`src/common/capture_pkg.sv`:
```
`default_nettype none
package capture_pkg;

  // ===========================================================================
  // Register bus geometry and offsets.
  localparam int ADDR_W = 4;
  localparam int DATA_W = 32;
  localparam int CNT_W = 16;
  localparam int NUM_CH = 12;
  localparam int BANK_W = 8;

  localparam logic [3:0] OFF_BANK0 = 4'h0;
  localparam logic [3:0] OFF_BANK1 = 4'h1;
  localparam logic [3:0] OFF_SINGLE = 4'h2;
  localparam logic [3:0] OFF_IRQ_CFG = 4'h3;
  localparam logic [3:0] OFF_FUNC = 4'h4;
  localparam logic [3:0] OFF_CNT_CFG = 4'h5;
  localparam logic [3:0] OFF_MATCH = 4'h6;
  localparam logic [3:0] OFF_MATCH_ALT = 4'h7;
  localparam logic [3:0] OFF_DEC_CFG = 4'h8;
  localparam logic [3:0] OFF_CAP_CFG = 4'h9;
  localparam logic [3:0] OFF_SYNC_CFG = 4'ha;
  localparam logic [3:0] OFF_CONTROL = 4'hb;
  localparam logic [3:0] OFF_COUNT = 4'hc;
  localparam logic [3:0] OFF_BEGIN = 4'hd;
  localparam logic [3:0] OFF_END = 4'he;

  // ===========================================================================
  // Field positions.
  localparam int CNT_UP_CH = 0;
  localparam int CNT_UP_EDGE = 4;
  localparam int CNT_MODE = 6;
  localparam int CNT_DN_CH = 8;
  localparam int CNT_DN_EDGE = 12;
  localparam int DEC_I_CH = 0;
  localparam int DEC_Q_CH = 4;
  localparam int DEC_IDX_CH = 8;
  localparam int DEC_IDX_EN = 12;
  localparam int DEC_IDX_POL = 13;
  localparam int CAP_PRI_CH = 0;
  localparam int CAP_SEC_CH = 4;
  localparam int CAP_SAME = 8;
  localparam int CAP_EDGE = 9;
  localparam int CAP_MODE = 11;
  localparam int CAP_PRESCALE = 13;
  localparam int CAP_GATE_LOW = 14;
  localparam int SYNC_CH = 0;
  localparam int SYNC_EDGE = 4;
  localparam int CTRL_RESET = 0;

  // ===========================================================================
  // Reset values and encodings.
  localparam logic [CNT_W-1:0] COUNT_MAX = 16'hffff;
  localparam logic [CNT_W-1:0] MATCH_RST = 16'hffff;
  localparam int PRESCALE_DIV = 8;

  // Edge selection: bit 0 rising, bit 1 falling, both set for either edge.
  localparam logic [1:0] EDGE_NONE = 2'h0;
  localparam logic [1:0] EDGE_RISING = 2'h1;
  localparam logic [1:0] EDGE_FALLING = 2'h2;
  localparam logic [1:0] EDGE_EITHER = 2'h3;

  typedef enum logic [1:0] {
    func_plain, func_decoder, func_counter, func_capture
  } func_t;

  typedef enum logic [1:0] {
    continuous_up_mode, up_down_mode, match_stop_mode, cnt_unused
  } cnt_mode_t;

  typedef enum logic [1:0] {
    capture_free_run, capture_start_to_stop, capture_run_to_stop, capture_gated_level
  } cap_mode_t;

  typedef enum logic [1:0] {
    st_idle, st_run, st_done
  } cap_state_t;

endpackage : capture_pkg
`default_nettype wire

```
`src/design/input_counter_capture.sv`:
```
// The plain strobed port and the address map were decided locally.
`default_nettype none
module input_counter_capture #(
  parameter int PRESCALE = capture_pkg::PRESCALE_DIV
) (
  // Clock and reset.
  input wire logic core_clk,
  input wire logic sys_rst,
  // Input channel pins.
  input wire logic [capture_pkg::NUM_CH-1:0] input_channel_pins,
  // Register port.
  input wire logic [capture_pkg::ADDR_W-1:0] reg_addr,
  input wire logic [capture_pkg::DATA_W-1:0] reg_wdata,
  input wire logic reg_wr,
  input wire logic reg_rd,
  output logic [capture_pkg::DATA_W-1:0] reg_rdata,
  // Per-channel edge events.
  output logic [capture_pkg::NUM_CH-1:0] irq_event
);
  import capture_pkg::*;

  localparam int PW = (PRESCALE > 1) ? $clog2(PRESCALE) : 1;

  function automatic logic edge_hit(input logic [1:0] sel, input logic r, input logic f);
    return (sel[0] & r) | (sel[1] & f);
  endfunction : edge_hit

  function automatic logic pick(input logic [NUM_CH-1:0] v, input logic [3:0] ch);
    return (ch < 4'(NUM_CH)) ? v[ch] : 1'b0;
  endfunction : pick

  // ===========================================================================
  // Input synchronisers and edge detection.
  logic [NUM_CH-1:0] sync1_r;
  logic [NUM_CH-1:0] sync2_r;
  logic [NUM_CH-1:0] prev_r;
  logic [NUM_CH-1:0] rise;
  logic [NUM_CH-1:0] fall;
  logic [NUM_CH-1:0] irq_event_r;
  logic [2*NUM_CH-1:0] irq_cfg_r;

  always_ff @(posedge core_clk or posedge sys_rst) begin
    if (sys_rst) begin
      sync1_r <= '0;
      sync2_r <= '0;
      prev_r <= '0;
    end else begin
      sync1_r <= input_channel_pins;
      sync2_r <= sync1_r;
      prev_r <= sync2_r;
    end
  end

  assign rise = sync2_r & ~prev_r;
  assign fall = ~sync2_r & prev_r;

  generate
    for (genvar i = 0; i < NUM_CH; i++) begin : g_irq
      always_ff @(posedge core_clk or posedge sys_rst) begin
        if (sys_rst) begin
          irq_event_r[i] <= 1'b0;
        end else begin
          irq_event_r[i] <= edge_hit(irq_cfg_r[2*i +: 2], rise[i], fall[i]);
        end
      end
    end
  endgenerate

  assign irq_event = irq_event_r;

  // ===========================================================================
  // Configuration registers.
  func_t func_r;
  logic [13:0] cnt_cfg_r;
  logic [CNT_W-1:0] match_r;
  logic [CNT_W-1:0] match_alt_r;
  logic [13:0] dec_cfg_r;
  logic [14:0] cap_cfg_r;
  logic [5:0] sync_cfg_r;
  logic [3:0] single_sel_r;
  logic force_rst;
  logic wr_cnt_cfg;

  assign force_rst = reg_wr && reg_addr == OFF_CONTROL && reg_wdata[CTRL_RESET];
  assign wr_cnt_cfg = reg_wr && reg_addr == OFF_CNT_CFG;

  always_ff @(posedge core_clk or posedge sys_rst) begin
    if (sys_rst) begin
      func_r <= func_plain;
      cnt_cfg_r <= '0;
      match_r <= MATCH_RST;
      dec_cfg_r <= '0;
      cap_cfg_r <= '0;
      sync_cfg_r <= '0;
      single_sel_r <= '0;
      irq_cfg_r <= '0;
    end else if (reg_wr) begin
      case (reg_addr)
        OFF_SINGLE: single_sel_r <= reg_wdata[3:0];
        OFF_IRQ_CFG: irq_cfg_r <= reg_wdata[2*NUM_CH-1:0];
        OFF_FUNC: func_r <= func_t'(reg_wdata[1:0]);
        OFF_CNT_CFG: cnt_cfg_r <= reg_wdata[13:0];
        OFF_MATCH: match_r <= reg_wdata[CNT_W-1:0];
        OFF_DEC_CFG: dec_cfg_r <= reg_wdata[13:0];
        OFF_CAP_CFG: cap_cfg_r <= reg_wdata[14:0];
        OFF_SYNC_CFG: sync_cfg_r <= reg_wdata[5:0];
        default: ;
      endcase
    end
  end

  // Choosing match-stop mode parks the second match register at its top value.
  always_ff @(posedge core_clk or posedge sys_rst) begin
    if (sys_rst) begin
      match_alt_r <= MATCH_RST;
    end else if (wr_cnt_cfg && reg_wdata[CNT_MODE +: 2] == 2'(match_stop_mode)) begin
      match_alt_r <= COUNT_MAX;
    end else if (reg_wr && reg_addr == OFF_MATCH_ALT) begin
      match_alt_r <= reg_wdata[CNT_W-1:0];
    end
  end

  // ===========================================================================
  // Event decode for each function.
  cnt_mode_t cnt_mode;
  cap_mode_t cap_mode;
  logic [CNT_W-1:0] count_r;
  logic sync_ev;
  logic up_ev;
  logic dn_ev;
  logic cnt_hold;
  logic qa, qb, qpa, qpb, q_chg, q_up, q_dn, idx_hit;
  logic [3:0] pri_ch;
  logic [3:0] end_ch;
  logic pri_ev;
  logic end_ev;
  logic gate_on;

  assign cnt_mode = cnt_mode_t'(cnt_cfg_r[CNT_MODE +: 2]);
  assign cap_mode = cap_mode_t'(cap_cfg_r[CAP_MODE +: 2]);
  assign sync_ev = edge_hit(sync_cfg_r[SYNC_EDGE +: 2], pick(rise, sync_cfg_r[SYNC_CH +: 4]),
    pick(fall, sync_cfg_r[SYNC_CH +: 4]));

  assign up_ev = edge_hit(cnt_cfg_r[CNT_UP_EDGE +: 2], pick(rise, cnt_cfg_r[CNT_UP_CH +: 4]),
    pick(fall, cnt_cfg_r[CNT_UP_CH +: 4]));
  assign dn_ev = cnt_mode == up_down_mode &&
    cnt_cfg_r[CNT_DN_CH +: 4] != cnt_cfg_r[CNT_UP_CH +: 4] &&
    edge_hit(cnt_cfg_r[CNT_DN_EDGE +: 2], pick(rise, cnt_cfg_r[CNT_DN_CH +: 4]),
    pick(fall, cnt_cfg_r[CNT_DN_CH +: 4]));
  assign cnt_hold = cnt_mode == match_stop_mode &&
    (count_r == match_r || count_r == match_alt_r);

  assign qa = pick(sync2_r, dec_cfg_r[DEC_I_CH +: 4]);
  assign qb = pick(sync2_r, dec_cfg_r[DEC_Q_CH +: 4]);
  assign qpa = pick(prev_r, dec_cfg_r[DEC_I_CH +: 4]);
  assign qpb = pick(prev_r, dec_cfg_r[DEC_Q_CH +: 4]);
  assign q_chg = (qa ^ qpa) ^ (qb ^ qpb);
  assign q_up = q_chg & (qa ^ qpb);
  assign q_dn = q_chg & ~(qa ^ qpb);
  assign idx_hit = dec_cfg_r[DEC_IDX_EN] && (dec_cfg_r[DEC_IDX_POL] ?
    pick(rise, dec_cfg_r[DEC_IDX_CH +: 4]) : pick(fall, dec_cfg_r[DEC_IDX_CH +: 4]));

  assign pri_ch = cap_cfg_r[CAP_PRI_CH +: 4];
  assign end_ch = cap_cfg_r[CAP_SAME] ? pri_ch : cap_cfg_r[CAP_SEC_CH +: 4];
  assign pri_ev = edge_hit(cap_cfg_r[CAP_EDGE +: 2], pick(rise, pri_ch),
    pick(fall, pri_ch));
  assign end_ev = (cap_mode == capture_run_to_stop) ? pri_ev :
    edge_hit(cap_cfg_r[CAP_EDGE +: 2], pick(rise, end_ch), pick(fall, end_ch));
  assign gate_on = pick(sync2_r, pri_ch) ^ cap_cfg_r[CAP_GATE_LOW];

  // ===========================================================================
  // Prescaler and capture sequencing.
  logic [PW-1:0] pre_cnt_r;
  logic pre_tick;
  cap_state_t cap_state_r;
  logic end_seen_r;
  logic [CNT_W-1:0] begin_r;
  logic [CNT_W-1:0] end_r;
  logic cap_run;
  logic cap_tick;
  logic early_hit;
  logic is_cap;

  assign pre_tick = pre_cnt_r == PW'(PRESCALE - 1);

  always_ff @(posedge core_clk or posedge sys_rst) begin
    if (sys_rst) begin
      pre_cnt_r <= '0;
    end else begin
      pre_cnt_r <= pre_tick ? '0 : pre_cnt_r + 1'b1;
    end
  end

  assign is_cap = func_r == func_capture;
  assign early_hit = is_cap && cap_mode == capture_start_to_stop &&
    cap_state_r == st_idle && pri_ev && end_seen_r;

  always_comb begin
    case (cap_mode)
      capture_free_run: cap_run = 1'b1;
      capture_start_to_stop: cap_run = cap_state_r == st_run;
      capture_run_to_stop: cap_run = cap_state_r != st_done;
      capture_gated_level: cap_run = gate_on;
      default: cap_run = 1'b0;
    endcase
  end

  assign cap_tick = cap_run && (cap_cfg_r[CAP_PRESCALE] ? pre_tick : 1'b1);

  always_ff @(posedge core_clk or posedge sys_rst) begin
    if (sys_rst) begin
      cap_state_r <= st_idle;
      end_seen_r <= 1'b0;
    end else if (force_rst || !is_cap) begin
      cap_state_r <= st_idle;
      end_seen_r <= 1'b0;
    end else begin
      case (cap_state_r)
        st_idle: begin
          if (cap_mode == capture_start_to_stop) begin
            if (early_hit) begin
              cap_state_r <= st_done;
            end else if (pri_ev) begin
              cap_state_r <= st_run;
            end else if (end_ev) begin
              end_seen_r <= 1'b1;
            end
          end else if (cap_mode == capture_run_to_stop && end_ev) begin
            cap_state_r <= st_done;
          end
        end
        st_run: begin
          if (end_ev) begin
            cap_state_r <= st_done;
          end
        end
        st_done: cap_state_r <= st_done;
        default: cap_state_r <= st_idle;
      endcase
    end
  end

  // Begin and end captures; in gated mode the gate's edges act as events.
  always_ff @(posedge core_clk or posedge sys_rst) begin
    if (sys_rst) begin
      begin_r <= '0;
      end_r <= '0;
    end else if (early_hit) begin
      begin_r <= pick(fall, pri_ch) ? CNT_W'(1) : CNT_W'(0);
      end_r <= CNT_W'(1);
    end else if (is_cap) begin
      case (cap_mode)
        capture_gated_level: begin
          if (gate_on && !(pick(prev_r, pri_ch) ^ cap_cfg_r[CAP_GATE_LOW])) begin
            begin_r <= count_r;
          end
          if (!gate_on && (pick(prev_r, pri_ch) ^ cap_cfg_r[CAP_GATE_LOW])) begin
            end_r <= count_r;
          end
        end
        capture_run_to_stop: begin
          if (end_ev && cap_state_r != st_done) begin
            end_r <= count_r;
          end
        end
        capture_start_to_stop: begin
          if (cap_state_r == st_idle && pri_ev) begin
            begin_r <= count_r;
          end
          if (cap_state_r == st_run && end_ev) begin
            end_r <= count_r;
          end
        end
        default: begin
          if (pri_ev) begin
            begin_r <= count_r;
          end
          if (end_ev) begin
            end_r <= count_r;
          end
        end
      endcase
    end
  end

  // ===========================================================================
  // Shared count register.
  always_ff @(posedge core_clk or posedge sys_rst) begin
    if (sys_rst) begin
      count_r <= '0;
    end else if (force_rst) begin
      count_r <= '0;
    end else if (sync_ev && func_r != func_plain) begin
      count_r <= '0;
    end else begin
      case (func_r)
        func_decoder: begin
          if (idx_hit) begin
            count_r <= '0;
          end else if (q_up) begin
            count_r <= count_r + 1'b1;
          end else if (q_dn) begin
            count_r <= count_r - 1'b1;
          end
        end
        func_counter: begin
          if (!cnt_hold && up_ev && !dn_ev) begin
            count_r <= count_r + 1'b1;
          end else if (!cnt_hold && dn_ev && !up_ev) begin
            count_r <= count_r - 1'b1;
          end
        end
        func_capture: begin
          if (early_hit) begin
            count_r <= CNT_W'(1);
          end else if (cap_tick) begin
            count_r <= count_r + 1'b1;
          end
        end
        default: ;
      endcase
    end
  end

  // ===========================================================================
  // Read port: data stands in the cycle after the strobe.
  logic [DATA_W-1:0] rdata_nxt;
  logic [DATA_W-1:0] rdata_r;

  always_comb begin
    rdata_nxt = '0;
    case (reg_addr)
      OFF_BANK0: rdata_nxt = DATA_W'(sync2_r[BANK_W-1:0]);
      OFF_BANK1: rdata_nxt = DATA_W'(sync2_r[NUM_CH-1:BANK_W]);
      OFF_SINGLE: rdata_nxt = DATA_W'(pick(sync2_r, single_sel_r));
      OFF_IRQ_CFG: rdata_nxt = DATA_W'(irq_cfg_r);
      OFF_FUNC: rdata_nxt = DATA_W'(func_r);
      OFF_CNT_CFG: rdata_nxt = DATA_W'(cnt_cfg_r);
      OFF_MATCH: rdata_nxt = DATA_W'(match_r);
      OFF_MATCH_ALT: rdata_nxt = DATA_W'(match_alt_r);
      OFF_DEC_CFG: rdata_nxt = DATA_W'(dec_cfg_r);
      OFF_CAP_CFG: rdata_nxt = DATA_W'(cap_cfg_r);
      OFF_SYNC_CFG: rdata_nxt = DATA_W'(sync_cfg_r);
      OFF_COUNT: rdata_nxt = DATA_W'(count_r);
      OFF_BEGIN: rdata_nxt = DATA_W'(begin_r);
      OFF_END: rdata_nxt = DATA_W'(end_r);
      default: rdata_nxt = '0;
    endcase
  end

  always_ff @(posedge core_clk or posedge sys_rst) begin
    if (sys_rst) begin
      rdata_r <= '0;
    end else begin
      rdata_r <= reg_rd ? rdata_nxt : '0;
    end
  end

  assign reg_rdata = rdata_r;
endmodule : input_counter_capture
`default_nettype wire
```
`config.mk`:
```
export PLATFORM = sky130hd
export DESIGN_NAME = input_counter_capture
export DESIGN_NICKNAME = d
export VERILOG_FILES = /design/src/common/capture_pkg.sv /design/src/design/input_counter_capture.sv
export SDC_FILE = /design/constraint.sdc
export NUM_CORES = 1
export LEC_CHECK = 0
export BUFFER_PORTS_ARGS = -buffer_cell sky130_fd_sc_hd__buf_4
export CAP_MARGIN = 20
export CORE_ASPECT_RATIO = 0.9
export CORE_MARGIN = 5
export CORE_UTILIZATION = 30
export CTS_CLUSTER_SIZE = 16
export DETAILED_ROUTE_END_ITERATION = 8
export PLACE_DENSITY = 0.5
export RECOVER_POWER = 50
export SYNTH_ARGS = -nofsm -noshare
export SYNTH_HDL_FRONTEND = slang
export SYNTH_SLANG_ARGS = --single-unit
```
`constraint.sdc`:
```
create_clock -name core_clk -period 22.6 [get_ports core_clk]
set_clock_uncertainty 0.1 [all_clocks]
set_input_delay 4.52 -clock core_clk [delete_from_list [all_inputs] [get_ports core_clk]]
set_output_delay 4.52 -clock core_clk [all_outputs]
set_load 0.02 [all_outputs]
```
==> results.yml, run 1 <==
sta:
  max_slew.worst_pin.slew_ps: 5000
  max_freq_mhz: 95.3
  rsz0062_at_grt: "false"
  max-slew-margin-rel_pct: -235
  timing.setup.tns_ps: 0
  hold_viol: 0
  period_minus_slack_ps: 10490
  fin_crit_sh_pct: 46.4
  drv_slew: 248
  setup_violations: 0
die:
  die_y_um: 210
  die_area_um2: 48700
  start_util_pct: 30.2
  num_rows: 73
  io_pins: 96
  core_um2: 44000
  die_width_um: 232
global_routing:
  overflow: 0
  grt_pass1_vias: 10500
  antenna_found_initial: 1
  grt_first_pass_wirelength_mm: 69.4
  grt_max_degree: 113
  grt_usage_pct: 18.7
cts:
  cts_max_level: 1
  cts-root-buf: "clkbuf_16"
  clkTransAtPathRegs_ps: 60
  clk_path_buf_depth: 3
  ctsHoldBuffers: 0
  cts_tree: "built"
  cts.sinks: 237
  post_cts_resized: 0
  post-cts-setup-buffers: 0
  insertion_delay_ps: 570
  cts_buffers: 27
yosys:
  synth_area_um2: 13300
  synth.distinct_cells: 75
  synth_top_family_by_area: "multiplexers"
  synth_cells: 1180
  synth_xor_area_share_pct: 3.15
  ys_seq_area_share_pct: 44.9
  ys_top_cells_by_count: "dfrtp_1, mux2_2, nand2_1"
  synth-adder-area-share_pct: 1.13
  synth.top_cell.area_share_pct: 38.5
  synth_mux_area_share_pct: 21.3
  ys_ff_latch: 237
  ys_async_sr_fraction_pct: 100
  yosysWarnings: 0
  synth.area.top_cells: "dfrtp_1, mux2_2, mux4_2, dfstp_2, mux2i_1"
  synth_edf_count: 0
  yosysMostFrequentCell: "dfrtp_1"
  synthFlopType: "dfrtp_1"
  yosysTopAreaCell: "dfrtp_1"
  synth-compound-area-share_pct: 12.2
  synth_area_per_cell_um2: 11.3
  yosys.area_share.simple_pct: 12.9
drt:
  routed_wl_mm: 46.0
  wire_per_inst_um: 24.9
  drt_first_pass_iters: 5
  via_per_inst: 5.54
  vias: 10200
  drcViolationCount: 0
  drtIter0Drc: 1114
  antenna_left: 0
layout:
  num-nets-final: 1289
  areaGrowthSynthToFinish_pct: 14.4
  drive_gt1_share_pct: 26.3
  fin_util_pct: 34.6
critical_path:
  path_max_fanout: 112
  cp-start-kind: "input pin"
  crit_path_end_kind: "asynchronous set/reset pin"
  cp.required_ps: 22340
  critPathKind: "input pin to asynchronous set/reset pin"
  crit_arrival_ps: 10230
hold_path:
  hold_class: "flip-flop to flip-flop"
pwr:
  power_density_nw_per_um2: 105
  ir_drop_mv: 0.0546
  p_leak_nw: 6.10
outcome:
  violations: "max-capacitance violations, max-slew violations"
  outcome: "finished with violations"
placed_design:
  hpwl_mm: 32.2
  port_buffers: 79
  routabilityCongestion: 0.858
run:
  cap_violations: 5
## cells by family (layout without fill, tap and decap cells)
logic type	Yosys count	in the layout
compound gates	223	223
xor+xnor	47	47
fa+ha+maj	12	12
buf+inv	125	184
flops	237	237
mux	202	202
other cells	1	9
simple gates	333	333
## metal layers
| layer | up-vias | track usage [%] | part of all wire (%) |
|---|---|---|---|
| li1 | 4476 | - | - |
| met1 | 5254 | 27.6 | 46 |
| met2 | 414 | 27.5 | 43 |
| met3 | 96 | 3.69 | 7.6 |
| met4 | 0 | 5.95 | 3.5 |
| met5 | - | 0 | 0 |
## power breakdown
part / leakage, nW / total, W / internal [W] / switching (W)
clock network: 0.456 / 0.000466 / 0.000272 / 0.000193
registers: 2.92 / 0.000684 / 0.000525 / 0.000159
logic: 2.73 / 0.000456 / 0.000222 / 0.000234
total: 6.10 / 0.00161 / 0.00102 / 0.000587
## layout by cell type, fill, tap and decap left out, types with 23 or more instances in the layout
| cell | count |
|---|---|
| nand3_1 | 54 |
| inv_1 | 38 |
| buf_4 | 53 |
| a22o_1 | 24 |
| mux2_2 | 106 |
| mux2i_1 | 43 |
| a31oi_1 | 31 |
| o21ai_0 | 38 |
| nor2b_1 | 38 |
| clkbuf_1 | 31 |
| mux4_2 | 44 |
| a21oi_1 | 23 |
| xnor2_1 | 37 |
| a22oi_1 | 42 |
| nand2_1 | 82 |
| dfstp_2 | 32 |
| clkbuf_16 | 27 |
| nor2_1 | 51 |
| dfrtp_1 | 205 |
## final cells by class
cell class	instances	area (µm²)
sequential	237	5970
multi-input combinational	825	6810
inverter	39	148
clock inverter	16	188
timing repair buffer	95	604
clock buffer	34	752
tap	600	751
fill	4493	28800
antenna	1	2.50
## critical path, cell delays in order
cell        delay [ps]
clkbuf_4           110
clkinvlp_2        2780
clkbuf_1          2680
## path summary, 6_finish.rpt
path | start | end | slack (ps) | cells past startpoint
max | sys_rst | begin_r[9] | 12110 | 3
min | sync1_r[8] | sync2_r[8] | 250 | 0
max reg2reg | sync2_r[7] | begin_r[3] | 16520 | 10
min reg2reg | sync1_r[8] | sync2_r[8] | 250 | 0
max in group core_clk | reg_addr[2] | count_r[11] | 15450 | 10
min in group asynchronous | sys_rst | reg_rdata[19] | 5430 | 2
## stage by stage
stage	std cells	total power (W)	hold slack [ps]	cell area (µm²)	setup slack, ps
2_1_floorplan	1187	0.000995	231	13300	11530
3_3_place_gp	1795	0.00114	234	14400	15190
3_5_place_dp	1795	0.00114	236	14400	15180
4_1_cts	1845	0.00161	251	15300	15770
5_1_grt	1847	0.00169	258	15200	10780
6_report	1847	0.00161	249	15200	12110
## sequential cells by signal, summed over array words and instances (netlist names)
name / count
begin_r: 16
cap_cfg_r: 15
cap_state_r: 2
cnt_cfg_r: 14
count_r: 16
dec_cfg_r: 14
end_r: 16
end_seen_r: 1
func_r: 2
irq_cfg_r: 24
irq_event: 12
match_alt_r: 16
match_r: 16
pre_cnt_r: 3
prev_r: 12
reg_rdata: 24
single_sel_r: 4
sync1_r: 12
sync2_r: 12
sync_cfg_r: 6
No activity file was read; power rests on OpenSTA's default activity.
==> run 2: changes to the inputs <==
--- a/config.mk
+++ b/config.mk
@@ -12,7 +12,7 @@
 export CORE_UTILIZATION = 30
 export CTS_CLUSTER_SIZE = 16
 export DETAILED_ROUTE_END_ITERATION = 8
-export PLACE_DENSITY = 0.5
+export PLACE_DENSITY = 0.52
 export RECOVER_POWER = 50
 export SYNTH_ARGS = -nofsm -noshare
 export SYNTH_HDL_FRONTEND = slang
==> constraint.sdc (replaced) <==
create_clock -name core_clk -period 8.9 [get_ports core_clk]
set_clock_uncertainty 0.1 [all_clocks]
set_input_delay 1.78 -clock core_clk [delete_from_list [all_inputs] [get_ports core_clk]]
set_output_delay 1.78 -clock core_clk [all_outputs]
set_load 0.02 [all_outputs]
==> run 2 against run 1 <==
Against the previous run:
- the run still ends with max-capacitance violations, max-slew violations left
- largest power group unchanged
- worst hold slack worse by 6.6 ps
- final area is 0.27% lower
- combinational power rose to 2.5 times the previous value
- clock-buffer cell count increased by 6
- sequential power rose to 2.5 times the previous value
- global-route usage shrank 0.17 points
- final cell count is essentially flat
- utilization is 0.094 points lower
- highest routed layer unchanged
- via count is 0.45% higher
==> results.yml, run 2 (synthesized netlist as in run 1, its figures left out) <==
sta:
  fin_crit_sh_pct: 60.3
  period_minus_slack_ps: 5370
  hold_viol: 0
  max_freq_mhz: 186
  rsz0062_at_grt: "false"
  setup_violations: 0
  drv_slew: 117
  timing.setup.tns_ps: 0
  max_slew.worst_pin.slew_ps: 5120
  max-slew-margin-rel_pct: -243
global_routing:
  grt_first_pass_wirelength_mm: 69.0
  grt_usage_pct: 18.5
  antenna_found_initial: 0
  grt_pass1_vias: 10400
  overflow: 0
  grt_max_degree: 117
critical_path:
  critPathKind: "input pin to asynchronous set/reset pin"
  path_max_fanout: 116
  worstPathCellList: "clkbuf_4 -> clkinvlp_2 -> buf_4"
  slowest_delay_ps: 2820
  rrSetupSlack_ps: 4420
  critPathTopFamily: "buffers and inverters"
  crit_path_end_kind: "asynchronous set/reset pin"
  cp-start-kind: "input pin"
  crit_arrival_ps: 5850
  cp.required_ps: 9390
  slowest_stage: "clkinvlp_2"
  crit_buf_inv: 3
layout:
  regArea_um2: 5970
  drive_gt1_share_pct: 25.0
  num-nets-final: 1289
  final_common_cell: "dfrtp_1"
  most-common-layout-cells: "dfrtp_1, mux2_2, nand2_1"
  num_antenna_cells: 0
  fillCellCount: 4486
  areaGrowthSynthToFinish_pct: 14.1
  multi_input_area_um2: 6810
die:
  start_util_pct: 30.2
  die_area_um2: 48700
  core_um2: 44000
  num_rows: 73
  io_pins: 96
  die_width_um: 232
  die_y_um: 210
drt:
  wl_met3_mm: 4.01
  via_per_inst: 5.57
  top_layer_used: "met4"
  wire_per_inst_um: 24.6
  antenna_left: 0
  vias: 10300
  routed_wl_mm: 45.3
  drtIter0Drc: 1168
  drcViolationCount: 0
  drt-met1-wl_mm: 20.4
  drt_first_pass_iters: 5
  met2WireLength_mm: 19.6
pwr:
  power_w: 0.00407
  p_leak_nw: 6.06
  power_density_nw_per_um2: 268
  ir_drop_mv: 0.124
cts:
  clk_path_buf_depth: 3
  clkTransAtPathRegs_ps: 60
  ctsHoldBuffers: 0
  cts_buffers: 27
  insertion_delay_ps: 570
  cts_max_level: 1
  cts-root-buf: "clkbuf_16"
  post_cts_resized: 0
  post-cts-setup-buffers: 0
  cts.sinks: 237
  cts_tree: "built"
placed_design:
  routabilityCongestion: 0.868
  port_buffers: 79
  hpwl_mm: 31.9
outcome:
  outcome: "finished with violations"
  violations: "max-capacitance violations, max-slew violations"
hold_path:
  hold_class: "flip-flop to flip-flop"
run:
  cap_violations: 1
[run 2: changes by cell type in the layout (fill, tap and decap cells not counted), moves of 2 or more]
| cell | delta |
|---|---|
| clkbuf_1 | +16 |
| buf_4 | -9 |
| clkinvlp_4 | -2 |
| clkinv_2 | -3 |
[run 2: where the power goes]
group	internal, W	leakage (nW)	switching, W
combinational	0.000557	2.69	0.000596
clock	0.000713	0.450	0.000461
sequential	0.00133	2.92	0.000410
[run 2: final timing paths]
check	from	endpoint	cells past startpoint
setup reg to reg	cap_cfg_r[0]	count_r[14]	10
max in group core_clk	cap_cfg_r[0]	count_r[14]	10
setup / recovery	sys_rst	cnt_cfg_r[6]	3
hold / removal	sync1_r[9]	sync2_r[9]	0
hold reg to reg	sync1_r[9]	sync2_r[9]	0
min in group asynchronous	sys_rst	reg_rdata[16]	2
[run 2: metal layers]
metal,GRT usage (%),vias up
li1,-,4474
met1,27.6,5270
met2,27.3,466
met3,3.84,76
met4,5.05,0
met5,0,-
[run 2: stage by stage]
stage               hold WS (ps)  setup WS (ps)  cells  area, µm²  utilization [%]
floorplan                    231            570   1187      13300                -
global placement             236           4330   1796      14400             32.7
detailed placement           236           4290   1796      14400             32.7
CTS                          245           4420   1846      15300             34.8
global route                 250           2600   1846      15200             34.5
finish                       243           3530   1846      15200             34.5
[run 2: cell type report]
class | instances | area share [%]
inverter | 39 | 0.972
clock inverter | 10 | 1.12
sequential | 237 | 39.3
multi-input combinational | 825 | 44.9
timing repair buffer | 95 | 3.76
tap | 600 | 4.94
clock buffer | 40 | 5.03
[run 2: worst register-to-register path, delay by kind of cell, from the launching register on]
family,cells,cell delay (ps)
compound gates,4,850
buf+inv,2,610
flops,1,660
mux,1,510
simple gates,3,1640
